$ cat src/pkg/serial_port_defs.svh
// Offsets, field positions, reset values and counts for the modem serial ports
// How it works
// - Transmitter drives each port's serial output line
// - Receiver takes each port's serial input line
// - Master reset leaves output lines marking high
// - Port B infrared mode holds wired output marking
// - Host bus reset: output pins become strap inputs
// - Control bit zero drives terminal ready low
// - Control bit one drives request send low
// - Reset or loop keeps terminal ready high
// - Reset or loop keeps request send high
// - Status register shows current modem inputs inverted to active high
`ifndef SERIAL_PORT_DEFS_SVH
`define SERIAL_PORT_DEFS_SVH
`define OFF_CTRL 8'h00
`define OFF_STAT 8'h04
`define OFF_TXD 8'h08
`define OFF_RXD 8'h0C
`define OFF_CFG 8'h10
`define OFF_INT_STAT 8'h40
`define OFF_INT_MASK 8'h44
`define OFF_STRAPS 8'h48
`define CTRL_DTR 0
`define CTRL_RTS 1
`define CTRL_LOOP 4
`define CTRL_IR 5
`define STAT_TX_BUSY 0
`define STAT_RX_VALID 1
`define STAT_CTS 4
`define STAT_DSR 5
`define STAT_RI 6
`define STAT_DCD 7
`define CFG_PAR_EN 16
`define CFG_PAR_ODD 17
`define CFG_TWO_STOP 18
`define INT_TX_DONE 0
`define INT_RX_READY 1
`define INT_RX_ERR 2
`define INT_MODEM 3
`define INT_PER_PORT 4
`define CTRL_RESET 8'h00
`define DIVISOR_RESET 16'h0010
`endif

$ cat src/pkg/serial_port_pkg.sv
// Types shared by the modem serial port modules
package serial_port_pkg;

  typedef struct packed {
    logic two_stop;
    logic parity_odd;
    logic parity_en;
    logic [15:0] divisor;
  } line_cfg_t;

  typedef struct packed {
    logic dcd_b;
    logic ri_b;
    logic cts_b;
    logic dsr_b;
  } modem_status_pins_t;

  typedef enum logic [2:0] {
    LINE_IDLE,
    LINE_START,
    LINE_DATA,
    LINE_PARITY,
    LINE_STOP
  } line_state_t;

endpackage
$ cat src/design/serial_port_modem_pins.sv
// Two modem serial ports with strap pins and an AHB-Lite register slave
//
// The AHB-Lite interface to the registers and the register offsets are this design's own decisions.
`timescale 1ns/10ps
`include "serial_port_defs.svh"
module serial_port_modem_pins #(
  parameter int DATA_BITS = 8
) (
  input wire logic ref_clk_in,
  input wire logic rst_b_in,
  input wire logic host_bus_reset_b_in,
  input wire logic hsel_in,
  input wire logic [31:0] haddr_in,
  input wire logic [1:0] htrans_in,
  input wire logic hwrite_in,
  input wire logic [2:0] hsize_in,
  input wire logic [31:0] hwdata_in,
  input wire logic hready_in,
  output logic [31:0] hrdata_out,
  output logic hreadyout_out,
  output logic hresp_out,
  output logic irq_out,
  input wire logic serial_tx_line_a_in,
  output logic serial_tx_line_a_out,
  output logic serial_tx_line_a_oe_out,
  input wire logic serial_rx_line_a_in,
  input wire logic dtr_a_b_in,
  output logic dtr_a_b_out,
  output logic dtr_a_b_oe_out,
  input wire logic rts_a_b_in,
  output logic rts_a_b_out,
  output logic rts_a_b_oe_out,
  input wire serial_port_pkg::modem_status_pins_t modem_a_in,
  input wire logic serial_tx_line_b_in,
  output logic serial_tx_line_b_out,
  output logic serial_tx_line_b_oe_out,
  input wire logic serial_rx_line_b_in,
  input wire logic dtr_b_b_in,
  output logic dtr_b_b_out,
  output logic dtr_b_b_oe_out,
  input wire logic rts_b_b_in,
  output logic rts_b_b_out,
  output logic rts_b_b_oe_out,
  input wire serial_port_pkg::modem_status_pins_t modem_b_in
);

  ////////////////////////////////////////////////////////////////////////////
  // Per-port state, plus shared straps and interrupt state

  logic [7:0] ctrl_reg [2];
  serial_port_pkg::line_cfg_t cfg_reg [2];
  logic [DATA_BITS-1:0] tx_data_reg [2];
  logic [1:0] tx_start_reg;
  logic [DATA_BITS-1:0] rx_hold_reg [2];
  logic [1:0] rx_valid_reg;
  logic [3:0] modem_prev_reg [2];
  logic [1:0] tx_oe_reg, tx_pin_reg;
  logic [1:0] dtr_oe_reg, dtr_pin_reg;
  logic [1:0] rts_oe_reg, rts_pin_reg;
  logic [5:0] strap_reg;
  logic [7:0] int_stat_reg, int_mask_reg, int_set;
  logic irq_reg;

  logic [1:0] tx_busy, tx_done, tx_line, rx_done, rx_err, rx_line, loop_on, ir_on;
  logic [DATA_BITS-1:0] rx_data [2];
  logic [3:0] modem_now [2];

  // Active-high view: bit3 carrier, bit2 ring, bit1 clear to send, bit0 set ready
  assign modem_now[0] = ~modem_a_in;
  assign modem_now[1] = ~modem_b_in;
  assign rx_line[0] = loop_on[0] ? tx_line[0] : serial_rx_line_a_in;
  assign rx_line[1] = loop_on[1] ? tx_line[1] : serial_rx_line_b_in;

  for (genvar p = 0; p < 2; p++) begin : g_port
    assign loop_on[p] = ctrl_reg[p][`CTRL_LOOP];
    // Only port B has the infrared modes
    assign ir_on[p] = (p == 1) && ctrl_reg[p][`CTRL_IR];

    serial_tx_engine #(
      .DATA_BITS(DATA_BITS)
    ) u_tx (
      .ref_clk_in(ref_clk_in),
      .rst_b_in(rst_b_in),
      .cfg_in(cfg_reg[p]),
      .start_in(tx_start_reg[p]),
      .data_in(tx_data_reg[p]),
      .busy_out(tx_busy[p]),
      .done_out(tx_done[p]),
      .line_out(tx_line[p])
    );

    serial_rx_engine #(
      .DATA_BITS(DATA_BITS)
    ) u_rx (
      .ref_clk_in(ref_clk_in),
      .rst_b_in(rst_b_in),
      .cfg_in(cfg_reg[p]),
      .line_in(rx_line[p]),
      .data_out(rx_data[p]),
      .done_out(rx_done[p]),
      .error_out(rx_err[p])
    );
  end

  ////////////////////////////////////////////////////////////////////////////
  // AHB-Lite slave: writes take no wait, reads take one

  logic acc_take;
  logic wr_pend_reg, rd_pend_reg, ready_reg;
  logic [7:0] wr_addr_reg, rd_addr_reg;
  logic [31:0] rdata_reg, rd_mux;
  logic wr_port, rd_port, wr_in_port, rd_in_port;
  logic [7:0] wr_off, rd_off;

  assign acc_take = hsel_in && htrans_in[1] && hready_in;
  assign wr_port = wr_addr_reg[5];
  assign rd_port = rd_addr_reg[5];
  assign wr_in_port = wr_pend_reg && (wr_addr_reg[7:6] == 2'b00);
  assign rd_in_port = rd_addr_reg[7:6] == 2'b00;
  assign wr_off = {3'b000, wr_addr_reg[4:0]};
  assign rd_off = {3'b000, rd_addr_reg[4:0]};

  always_ff @(posedge ref_clk_in) begin
    if (!rst_b_in) begin
      wr_pend_reg <= 1'b0;
      rd_pend_reg <= 1'b0;
      ready_reg <= 1'b1;
      wr_addr_reg <= 8'h00;
      rd_addr_reg <= 8'h00;
      rdata_reg <= 32'h0000_0000;
    end else begin
      wr_pend_reg <= acc_take && hwrite_in;
      rd_pend_reg <= acc_take && !hwrite_in;
      if (acc_take && hwrite_in) begin
        wr_addr_reg <= haddr_in[7:0];
      end
      if (acc_take && !hwrite_in) begin
        rd_addr_reg <= haddr_in[7:0];
        ready_reg <= 1'b0;
      end else if (rd_pend_reg) begin
        rdata_reg <= rd_mux;
        ready_reg <= 1'b1;
      end
    end
  end

  always_comb begin
    rd_mux = 32'h0000_0000;
    if (rd_in_port) begin
      case (rd_off)
        `OFF_CTRL: rd_mux = {24'h00_0000, ctrl_reg[rd_port]};
        `OFF_STAT: begin
          rd_mux[`STAT_TX_BUSY] = tx_busy[rd_port];
          rd_mux[`STAT_RX_VALID] = rx_valid_reg[rd_port];
          rd_mux[`STAT_CTS] = modem_now[rd_port][1];
          rd_mux[`STAT_DSR] = modem_now[rd_port][0];
          rd_mux[`STAT_RI] = modem_now[rd_port][2];
          rd_mux[`STAT_DCD] = modem_now[rd_port][3];
        end
        `OFF_TXD: rd_mux = {{(32 - DATA_BITS){1'b0}}, tx_data_reg[rd_port]};
        `OFF_RXD: rd_mux = {{(32 - DATA_BITS){1'b0}}, rx_hold_reg[rd_port]};
        `OFF_CFG: rd_mux = {13'h0000, cfg_reg[rd_port]};
        default: rd_mux = 32'h0000_0000;
      endcase
    end else begin
      case (rd_addr_reg)
        `OFF_INT_STAT: rd_mux = {24'h00_0000, int_stat_reg};
        `OFF_INT_MASK: rd_mux = {24'h00_0000, int_mask_reg};
        `OFF_STRAPS: rd_mux = {26'h000_0000, strap_reg};
        default: rd_mux = 32'h0000_0000;
      endcase
    end
  end

  ////////////////////////////////////////////////////////////////////////////
  // Control, line settings and transmit data

  always_ff @(posedge ref_clk_in) begin
    if (!rst_b_in) begin
      for (int p = 0; p < 2; p++) begin
        ctrl_reg[p] <= `CTRL_RESET;
        cfg_reg[p] <= '{divisor: `DIVISOR_RESET, default: 1'b0};
        tx_data_reg[p] <= '0;
      end
      tx_start_reg <= 2'b00;
    end else begin
      tx_start_reg <= 2'b00;
      if (wr_in_port) begin
        case (wr_off)
          `OFF_CTRL: ctrl_reg[wr_port] <= hwdata_in[7:0];
          `OFF_CFG: cfg_reg[wr_port] <= hwdata_in[18:0];
          // Write while busy is dropped rather than queued
          `OFF_TXD: begin
            if (!tx_busy[wr_port]) begin
              tx_data_reg[wr_port] <= hwdata_in[DATA_BITS-1:0];
              tx_start_reg[wr_port] <= 1'b1;
            end
          end
          default: ;
        endcase
      end
    end
  end

  ////////////////////////////////////////////////////////////////////////////
  // Receive holding and modem change tracking

  always_ff @(posedge ref_clk_in) begin
    if (!rst_b_in) begin
      for (int p = 0; p < 2; p++) begin
        rx_hold_reg[p] <= '0;
        modem_prev_reg[p] <= 4'h0;
      end
      rx_valid_reg <= 2'b00;
    end else begin
      for (int p = 0; p < 2; p++) begin
        modem_prev_reg[p] <= modem_now[p];
        if (rx_done[p]) begin
          rx_hold_reg[p] <= rx_data[p];
          rx_valid_reg[p] <= 1'b1;
        end else if (rd_pend_reg && rd_in_port && rd_off == `OFF_RXD && rd_port == p[0]) begin
          rx_valid_reg[p] <= 1'b0;
        end
      end
    end
  end

  ////////////////////////////////////////////////////////////////////////////
  // Interrupt status, mask and output

  always_comb begin
    int_set = 8'h00;
    for (int p = 0; p < 2; p++) begin
      int_set[p * `INT_PER_PORT + `INT_TX_DONE] = tx_done[p];
      int_set[p * `INT_PER_PORT + `INT_RX_READY] = rx_done[p];
      int_set[p * `INT_PER_PORT + `INT_RX_ERR] = rx_err[p];
      int_set[p * `INT_PER_PORT + `INT_MODEM] = modem_now[p] != modem_prev_reg[p];
    end
  end

  always_ff @(posedge ref_clk_in) begin
    if (!rst_b_in) begin
      int_stat_reg <= 8'h00;
      int_mask_reg <= 8'h00;
      irq_reg <= 1'b0;
    end else begin
      // A new event beats a same-cycle clear
      if (wr_pend_reg && wr_addr_reg == `OFF_INT_STAT) begin
        int_stat_reg <= (int_stat_reg & ~hwdata_in[7:0]) | int_set;
      end else begin
        int_stat_reg <= int_stat_reg | int_set;
      end
      if (wr_pend_reg && wr_addr_reg == `OFF_INT_MASK) begin
        int_mask_reg <= hwdata_in[7:0];
      end
      irq_reg <= |(int_stat_reg & int_mask_reg);
    end
  end

  ////////////////////////////////////////////////////////////////////////////
  // Pin drive and strap capture

  always_ff @(posedge ref_clk_in) begin
    if (!rst_b_in) begin
      tx_pin_reg <= 2'b11;
      dtr_pin_reg <= 2'b11;
      rts_pin_reg <= 2'b11;
      tx_oe_reg <= 2'b00;
      dtr_oe_reg <= 2'b00;
      rts_oe_reg <= 2'b00;
    end else begin
      for (int p = 0; p < 2; p++) begin
        // Loop keeps the far end quiet while software self-tests
        tx_pin_reg[p] <= (loop_on[p] || ir_on[p]) ? 1'b1 : tx_line[p];
        dtr_pin_reg[p] <= !(ctrl_reg[p][`CTRL_DTR] && !loop_on[p]);
        rts_pin_reg[p] <= !(ctrl_reg[p][`CTRL_RTS] && !loop_on[p]);
        tx_oe_reg[p] <= host_bus_reset_b_in;
        dtr_oe_reg[p] <= host_bus_reset_b_in;
        rts_oe_reg[p] <= host_bus_reset_b_in;
      end
    end
  end

  // Straps follow the pins throughout host bus reset, last value kept
  always_ff @(posedge ref_clk_in) begin
    if (!host_bus_reset_b_in) begin
      strap_reg <= {rts_b_b_in, serial_tx_line_b_in, dtr_b_b_in,
                    rts_a_b_in, dtr_a_b_in, serial_tx_line_a_in};
    end
  end

  assign hrdata_out = rdata_reg;
  assign hreadyout_out = ready_reg;
  assign hresp_out = 1'b0;
  assign irq_out = irq_reg;
  assign serial_tx_line_a_out = tx_pin_reg[0];
  assign serial_tx_line_a_oe_out = tx_oe_reg[0];
  assign dtr_a_b_out = dtr_pin_reg[0];
  assign dtr_a_b_oe_out = dtr_oe_reg[0];
  assign rts_a_b_out = rts_pin_reg[0];
  assign rts_a_b_oe_out = rts_oe_reg[0];
  assign serial_tx_line_b_out = tx_pin_reg[1];
  assign serial_tx_line_b_oe_out = tx_oe_reg[1];
  assign dtr_b_b_out = dtr_pin_reg[1];
  assign dtr_b_b_oe_out = dtr_oe_reg[1];
  assign rts_b_b_out = rts_pin_reg[1];
  assign rts_b_b_oe_out = rts_oe_reg[1];

endmodule

$ cat src/design/serial_rx_engine.sv
// Asynchronous character receiver, samples each bit at its middle
`timescale 1ns/10ps
module serial_rx_engine #(
  parameter int DATA_BITS = 8
) (
  input wire logic ref_clk_in,
  input wire logic rst_b_in,
  input wire serial_port_pkg::line_cfg_t cfg_in,
  input wire logic line_in,
  output logic [DATA_BITS-1:0] data_out,
  output logic done_out,
  output logic error_out
);
  localparam int CW = $clog2(DATA_BITS + 1);
  serial_port_pkg::line_state_t state_reg;
  logic [15:0] timer_reg;
  logic [CW-1:0] count_reg;
  logic [DATA_BITS-1:0] shift_reg;
  logic parity_acc_reg;
  logic parity_err_reg;
  logic line_prev_reg;

  always_ff @(posedge ref_clk_in) begin
    if (!rst_b_in) begin
      state_reg <= serial_port_pkg::LINE_IDLE;
      timer_reg <= 16'h0000;
      count_reg <= '0;
      shift_reg <= '0;
      parity_acc_reg <= 1'b0;
      parity_err_reg <= 1'b0;
      line_prev_reg <= 1'b1;
      data_out <= '0;
      done_out <= 1'b0;
      error_out <= 1'b0;
    end else begin
      line_prev_reg <= line_in;
      done_out <= 1'b0;
      error_out <= 1'b0;
      if (state_reg == serial_port_pkg::LINE_IDLE) begin
        if (line_prev_reg && !line_in) begin
          timer_reg <= cfg_in.divisor >> 1;
          parity_acc_reg <= cfg_in.parity_odd;
          parity_err_reg <= 1'b0;
          count_reg <= '0;
          state_reg <= serial_port_pkg::LINE_START;
        end
      end else if (timer_reg > 16'h0001) begin
        timer_reg <= timer_reg - 16'h0001;
      end else begin
        timer_reg <= cfg_in.divisor;
        case (state_reg)
          // Start bit rechecked at its middle to reject glitches
          serial_port_pkg::LINE_START: begin
            state_reg <= line_in ? serial_port_pkg::LINE_IDLE : serial_port_pkg::LINE_DATA;
          end
          serial_port_pkg::LINE_DATA: begin
            shift_reg <= {line_in, shift_reg[DATA_BITS-1:1]};
            parity_acc_reg <= parity_acc_reg ^ line_in;
            count_reg <= count_reg + CW'(1);
            if (count_reg == CW'(DATA_BITS - 1)) begin
              state_reg <= cfg_in.parity_en ? serial_port_pkg::LINE_PARITY : serial_port_pkg::LINE_STOP;
            end
          end
          serial_port_pkg::LINE_PARITY: begin
            parity_err_reg <= parity_acc_reg ^ line_in;
            state_reg <= serial_port_pkg::LINE_STOP;
          end
          serial_port_pkg::LINE_STOP: begin
            data_out <= shift_reg;
            done_out <= 1'b1;
            error_out <= parity_err_reg | !line_in;
            state_reg <= serial_port_pkg::LINE_IDLE;
          end
          default: state_reg <= serial_port_pkg::LINE_IDLE;
        endcase
      end
    end
  end
endmodule

$ cat src/design/serial_tx_engine.sv
// Asynchronous character transmitter, one bit per divisor cycles
`timescale 1ns/10ps
module serial_tx_engine #(
  parameter int DATA_BITS = 8
) (
  input wire logic ref_clk_in,
  input wire logic rst_b_in,
  input wire serial_port_pkg::line_cfg_t cfg_in,
  input wire logic start_in,
  input wire logic [DATA_BITS-1:0] data_in,
  output logic busy_out,
  output logic done_out,
  output logic line_out
);
  localparam int CW = $clog2(DATA_BITS + 1);
  serial_port_pkg::line_state_t state_reg;
  serial_port_pkg::line_cfg_t cfg_reg;
  logic [15:0] timer_reg;
  logic [CW-1:0] count_reg;
  logic [DATA_BITS-1:0] shift_reg;
  logic parity_reg;
  logic stop_left_reg;

  always_ff @(posedge ref_clk_in) begin
    if (!rst_b_in) begin
      state_reg <= serial_port_pkg::LINE_IDLE;
      cfg_reg <= '0;
      timer_reg <= 16'h0000;
      count_reg <= '0;
      shift_reg <= '0;
      parity_reg <= 1'b0;
      stop_left_reg <= 1'b0;
      busy_out <= 1'b0;
      done_out <= 1'b0;
      line_out <= 1'b1;
    end else begin
      done_out <= 1'b0;
      if (state_reg == serial_port_pkg::LINE_IDLE) begin
        if (start_in) begin
          // Settings latched so a mid-frame write cannot tear a character
          cfg_reg <= cfg_in;
          shift_reg <= data_in;
          parity_reg <= (^data_in) ^ cfg_in.parity_odd;
          timer_reg <= cfg_in.divisor;
          line_out <= 1'b0;
          busy_out <= 1'b1;
          state_reg <= serial_port_pkg::LINE_START;
        end
      end else if (timer_reg > 16'h0001) begin
        timer_reg <= timer_reg - 16'h0001;
      end else begin
        timer_reg <= cfg_reg.divisor;
        case (state_reg)
          serial_port_pkg::LINE_START: begin
            line_out <= shift_reg[0];
            shift_reg <= shift_reg >> 1;
            count_reg <= CW'(1);
            state_reg <= serial_port_pkg::LINE_DATA;
          end
          serial_port_pkg::LINE_DATA: begin
            if (count_reg == CW'(DATA_BITS)) begin
              line_out <= cfg_reg.parity_en ? parity_reg : 1'b1;
              stop_left_reg <= cfg_reg.two_stop;
              state_reg <= cfg_reg.parity_en ? serial_port_pkg::LINE_PARITY : serial_port_pkg::LINE_STOP;
            end else begin
              line_out <= shift_reg[0];
              shift_reg <= shift_reg >> 1;
              count_reg <= count_reg + CW'(1);
            end
          end
          serial_port_pkg::LINE_PARITY: begin
            line_out <= 1'b1;
            state_reg <= serial_port_pkg::LINE_STOP;
          end
          serial_port_pkg::LINE_STOP: begin
            if (stop_left_reg) begin
              stop_left_reg <= 1'b0;
            end else begin
              busy_out <= 1'b0;
              done_out <= 1'b1;
              state_reg <= serial_port_pkg::LINE_IDLE;
            end
          end
          default: state_reg <= serial_port_pkg::LINE_IDLE;
        endcase
      end
    end
  end
endmodule

$ cat config.mk
export PLATFORM = sky130hd
export DESIGN_NAME = serial_port_modem_pins
export DESIGN_NICKNAME = d
export VERILOG_FILES = /design/src/pkg/serial_port_pkg.sv /design/src/design/serial_port_modem_pins.sv /design/src/design/serial_rx_engine.sv /design/src/design/serial_tx_engine.sv
export VERILOG_INCLUDE_DIRS = /design/src /design/src/pkg
export SDC_FILE = /design/constraint.sdc
export NUM_CORES = 1
export LEC_CHECK = 0
export BUFFER_PORTS_ARGS = -buffer_cell sky130_fd_sc_hd__buf_2
export CAP_MARGIN = 20
export CELL_PAD_IN_SITES_DETAIL_PLACEMENT = 1
export CELL_PAD_IN_SITES_GLOBAL_PLACEMENT = 1
export CORE_MARGIN = 5
export CORE_UTILIZATION = 50
export CTS_CLUSTER_DIAMETER = 30
export CTS_CLUSTER_SIZE = 25
export DETAILED_ROUTE_END_ITERATION = 10
export HOLD_SLACK_MARGIN = 0.02
export PLACE_DENSITY_LB_ADDON = 0.1
export SYNTH_ARGS = -nofsm -noshare
export SYNTH_HDL_FRONTEND = slang
export SYNTH_SLANG_ARGS = --single-unit
$ cat constraint.sdc
create_clock -name ref_clk_in -period 9.95 [get_ports ref_clk_in]
set_clock_uncertainty 0.15 [all_clocks]
set_input_delay 0.4975 -clock ref_clk_in [delete_from_list [all_inputs] [get_ports ref_clk_in]]
set_output_delay 0.4975 -clock ref_clk_in [all_outputs]
set_load 0.05 [all_outputs]
After elaboration in Yosys (flattened, before gate mapping)
Memory sizes are Yosys's and may differ from the RTL's. A register that Yosys moved wholly into a read port is not among the register bits.
Index checks and enable logic that the tools add are counted.
Storage, ports and cells
  bits in registers: 281
  bits in writable memories: 94
  bits of input ports: 91
  logic and storage cells: 442
  memories kept: 5
Memory list
  cfg_reg: words 2, width 19, rd ports 3, clocked after memory_dff 1, write ports 2, RTL line serial_port_modem_pins.sv:51  | serial_port_pkg::line_cfg_t cfg_reg [2];
  ctrl_reg: words 2, width 8, rd ports 3, clocked after memory_dff 1, write ports 2, RTL line serial_port_modem_pins.sv:50  | logic [7:0] ctrl_reg [2];
  rx_hold_reg: words 2, width 8, rd ports 1, clocked after memory_dff 1, write ports 2, RTL line serial_port_modem_pins.sv:54  | logic [DATA_BITS-1:0] rx_hold_reg [2];
  tx_data_reg: words 2, width 8, rd ports 3, clocked after memory_dff 1, write ports 2, RTL line serial_port_modem_pins.sv:52  | logic [DATA_BITS-1:0] tx_data_reg [2];
  modem_prev_reg: words 2, width 4, rd ports 2, clocked after memory_dff 0, write ports 2, RTL line serial_port_modem_pins.sv:56  | logic [3:0] modem_prev_reg [2];
Cells by class
  add/subtract/negate cells: 8
  $lt $le $gt $ge: 8
  eq/ne operators: 55
  muxes and demuxes: 176
  bitwise gates (word level): 35
  reduce and logical (&&, ||, !) cells: 93
Operators by type and width (count)
  two-way mux 16 bit: 12
  two-way mux 8 bit: 13
  two-way mux 1 bit: 92
  two-way mux 3 bit: 22
  greater-than comparator 16 x 1 -> 1 bit, second input constant: 4
  subtractor 16 x 1 -> 16 bit, second input constant: 4
  two-way mux 4 bit: 15
  equality test 8 x 7 -> 1 bit, second input constant: 5
  AND reduction 4 bit: 10
  AND reduction 3 bit: 12
  two-way mux 32 bit: 1
  case mux 8 bit (2 select lines): 2
  nonzero test 2 bit: 13
  equality test 3 x 2 -> 1 bit, second input constant: 8
  case mux 3 bit (4 select lines): 2
  case mux 8 bit (3 select lines): 1
  OR reduction 8 bit: 3
  case mux 4 bit (5 select lines): 1
  OR reduction 4 bit: 5
  two-way mux 19 bit: 1
  OR reduction 19 bit: 1
  logical AND 1 bit: 18
  case mux 3 bit (3 select lines): 2
  inverter 1 bit: 17
  43 further kinds: 111

Logic depth before layout (Yosys ltp)
  depth after elaboration: 9
  mapped depth: 9
  mapped depth without buffers: 7

Cells and area by module
Synthesis repeated with hierarchy kept, for this count alone.
Second synthesis, totals
  cell total of the unflattened synthesis: 1996
  area, all modules: 17883.4 um2
Modules (own cells, without submodules)
  serial_port_modem_pins: times used 1, cells each 638, area an instance 7221.9 um2
  serial_tx_engine: times used 2, cells each 382, area an instance 2969.1 um2
  serial_rx_engine at g_port[1].u_rx: times used 1, cells each 286, area an instance 2366.0 um2
  serial_rx_engine at g_port[0].u_rx: times used 1, cells each 308, area an instance 2357.3 um2

Worst setup path after synthesis
OpenSTA, ideal clock, no wires.
  path type: input port to flip-flop
  start point: in rst_b_in
  end point: mem cfg_reg[0][0] (netlist name), enable pin
  setup time: 0.421 ns
  arrival: 2.684 ns
  data required time: 9.379 ns
  setup slack: 6.695 ns
  cell stages on the path: 5
  cells stage by stage: clkbuf_1 nand2b_1 nor4_1 nand2_1 o21ai_0
RTL lines
  start: declaration: RTL line serial_port_modem_pins.sv:10  | input wire logic rst_b_in,
  end: declaration: RTL line serial_port_modem_pins.sv:51

==> results summary <==
In this run the clock root is driven by a clkbuf_16. The launch point of the worst reg-to-reg path is g_port[0].u_rx.timer_reg[8]. The number of sinks handled by clock tree synthesis came out at roughly 360. The critical path required time came out at between 10000 and 15000 ps. The number of synthesized register bits is around 360. The number of setup buffers added after CTS is 0. The iteration count of the initial detailed-routing pass came out at 6.

The area added between synthesis and finish is 21.39%. After clock tree synthesis, the clock-pin slew on the worst setup and hold paths is ~40 ps. The post-route DRC violation count is 0. The core outline area came out at about 36000 um2. The area of the die came out at between 40000 and 50000 um2.

The final weighted congestion in routability-driven placement came out at between 0.8 and 0.9. The first-pass GRT wire length came out at slightly above 100 mm. The number of antenna repair diodes came out at 0.

The total overflow left after global routing is 0. The count of input and output buffers came out at 82. The number of flip-flops in the largest register came out at 38. The share of the synthesized area in the top cell type came out at a little under a third. Of all cell types, the one taking the most synthesized area is dfxtp_1. The total number of nets in the final design is roughly 2200.

In this run the worst setup path terminates at cfg_reg[1][7]. Static timing analysis puts the maximum clock frequency at 0.2999 GHz. Across all hold checks on the routed design, the worst slack comes to approximately 47 ps. The power density over cell area is 321.4 nW/um2. The total negative setup slack came out at 0 ps. Once the floorplan was initialized, standard cells occupied about half of the core. In this run the register-to-register setup slack is between 6000 and 7000 ps. The total of max-cap violations is 0.

The number of cells on the worst hold path came out at 2. The worst hold-check path type is primary input to register. Setup repair after global routing left no endpoint under its margin. The headroom to the max-slew limit is 27.49%. The combined area of all synthesized cells is around 18000 um2. Detailed placement ended at an HPWL of approximately 40 mm. The maximum root-to-sink buffer count is 3. The most critical setup path has its startpoint at rst_b_in. The share of async-settable or async-resettable flops after synthesis is 0%. The per-cell routed wire length came out at about 25 um. A synthesized cell averages 8.900 um2. The measured slew at the worst slew-check pin came out at about 1100 ps. The static power due to leakage came out at a little over 8 nW. The initial antenna violation count is 0.

The row count came out at a little under 70. The hold violation total from the final report came to 0. The yosys synthesis warning count is 0. The kind of critical path is primary input to register. In this run the critical register-to-register path is captured at g_port[0].u_rx.error_out. In the synthesized netlist, the cells that appear most often are 271 x dfxtp_1, 243 x nand2_1, 154 x nor2_1, 138 x a21oi_1, 121 x o21ai_0.

The die width is between 200 and 250 um. The I/O pin count came out at roughly 140. The most used flip-flop cell after synthesis is dfxtp_1. The maximum VDD drop came out at 226.9 uV. The total number of vias came out at between 15000 and 20000.

The violation count after the first detailed-route iteration is ~1400. TritonCTS built the clock tree. The most common cell in the synthesized netlist is dfxtp_1. The fraction of final layout cells with drive strength greater than 1 came out at around 14%.

The average vias per placed instance came out at between 6 and 7. The worst setup path is captured at a register. Sorting the synthesized cells by area gives the leading types as dfxtp_1 30%, edfxtp_1 15%, mux2i_1 6.5%. The final critical delay including setup and external delays is around 3300 ps. The pin count of the biggest net entering global routing is 86. The post-layout total power came out at slightly above 7 mW. The critical path arrival came out at roughly 3400 ps.

The number of gates resized after CTS came out at 0. The clock buffer count from CTS is 85. The register area share after synthesis is between 40% and 50%. The final wirelength is roughly 65 mm. The H-tree level count came out at 3.

The die is around 200 um tall. The number of flops mapped to enable cells by yosys is 92. The final antenna-violating net count came out at 0. The final worst-path setup slack is 6616 ps.

For the worst-skew pair, the clock arrives at the later sink with an insertion delay of around 620 ps. The number of failing setup endpoints in the final timing report came out at 0. After technology mapping, the gate count stands at just over 2000.

After layout, the worst path uses around a third of the clock period. The startpoint kind of the worst setup timing path is a primary input. The number of distinct library cells after synthesis came out at 87. The maximum fanout encountered on the critical timing path is 40. The global-route usage over all layers came out at 32.40%. Counting cells, the worst reg-to-reg path comes to 5. The worst setup timing slack at the placement stage is around 6100 ps. The run finished with clean final reports. The final-report max-slew violation count came out at 0.

The number of global-route vias before repair came out at between 15000 and 20000.
## critical path: stages
cell,delay (ps)
buf_4,220
buf_4,500
nand2b_1,170
nor4_1,310
buf_4,220
and3_1,570
nand2b_1,840
## stage by stage
| step | utilization [%] | cells | area (um2) |
|---|---|---|---|
| after floorplan | - | 2043 | 18120 |
| after global placement | 52.28 | 2455 | 18640 |
| after detailed placement | 52.28 | 2455 | 18640 |
| after CTS | 61.49 | 2637 | 21920 |
| after global routing | 61.51 | 2638 | 21930 |
| final | 61.51 | 2638 | 21930 |
## cell usage in the layout, fill, tap and decap left out, drive strengths merged, types with 15 or more instances in the layout
| cell | Yosys | final |
|---|---|---|
| dfxtp | 271 | 271 |
| nand2 | 244 | 244 |
| nor2 | 155 | 155 |
| a21oi | 138 | 138 |
| o21ai | 121 | 121 |
| mux2i | 117 | 117 |
| clkbuf | 110 | 107 |
| buf | 43 | 104 |
| and2 | 103 | 103 |
| edfxtp | 92 | 92 |
| nor3 | 59 | 59 |
| inv | 50 | 59 |
| nand3 | 55 | 55 |
| a211oi | 37 | 37 |
| or3 | 29 | 29 |
| a221oi | 27 | 27 |
| nor4 | 24 | 24 |
| xor2 | 23 | 23 |
| clkinv | 1 | 23 |
| o31ai | 22 | 22 |
| dlygate4sd3 | 0 | 22 |
| a31oi | 20 | 20 |
| o22ai | 19 | 19 |
| xnor2 | 18 | 18 |
| nand2b | 17 | 17 |
| nand4 | 17 | 17 |
| a22oi | 15 | 15 |
## report_power, final
part	internal, mW	total (mW)	switching (mW)
clock network	2.03	2.97	0.940
registers	1.66	1.86	0.202
logic	0.719	2.22	1.50
total	4.41	7.05	2.64
## logic make-up (layout without fill, tap and decap cells)
group	Yosys count	count (layout)	synth area share [%]
AO/OA/AOI/OAI	509	509	18.25
XOR/XNOR	43	43	2.237
adder cells (fa/ha/maj)	14	14	0.9695
buffers and inverters	204	338	4.751
flip-flops	363	363	45.32
multiplexers	131	131	7.355
other	1	14	0.02076
AND/OR/NAND/NOR	765	765	21.09
## cell type report
| type | count | area [um2] |
|---|---|---|
| clock buffer | 106 | 2328 |
| clock inverter | 54 | 735.7 |
| fill | 3957 | 13720 |
| inverter | 51 | 196.4 |
| multi-input combinational | 1476 | 9100 |
| sequential | 363 | 8189 |
| tap | 461 | 576.8 |
| timing repair buffer | 127 | 805.8 |
## worst min path at each step
stage / startpoint / slack (ps) / endpoint
final: hwdata_in[9] / 50 / cfg_reg[0][9]
after global routing: hwdata_in[9] / 40 / cfg_reg[0][9]
after CTS: hwdata_in[9] / 30 / cfg_reg[0][9]
after detailed placement: g_port[0].u_tx.done_out / 290 / int_stat_reg[0]
after global placement: g_port[0].u_rx.error_out / 280 / int_stat_reg[2]
after floorplan: ctrl_reg[0][0] / 260 / dtr_pin_reg[0]
## routing by layer
metal	GRT usage, %	vias to the layer above	share of wire, %
li1	-	7544	-
met1	41.15	8323	41
met2	53.78	681	48
met3	5.942	169	6.3
met4	15.09	0	4.4
met5	0	-	0
## what timing repair did
| action | CTS | global route |
|---|---|---|
| setup endpoints to repair | 0 | 0 |
| hold buffers | 22 | 0 |
| hold endpoints to repair | 29 | 0 |
(Power assumes the default switching activity.)
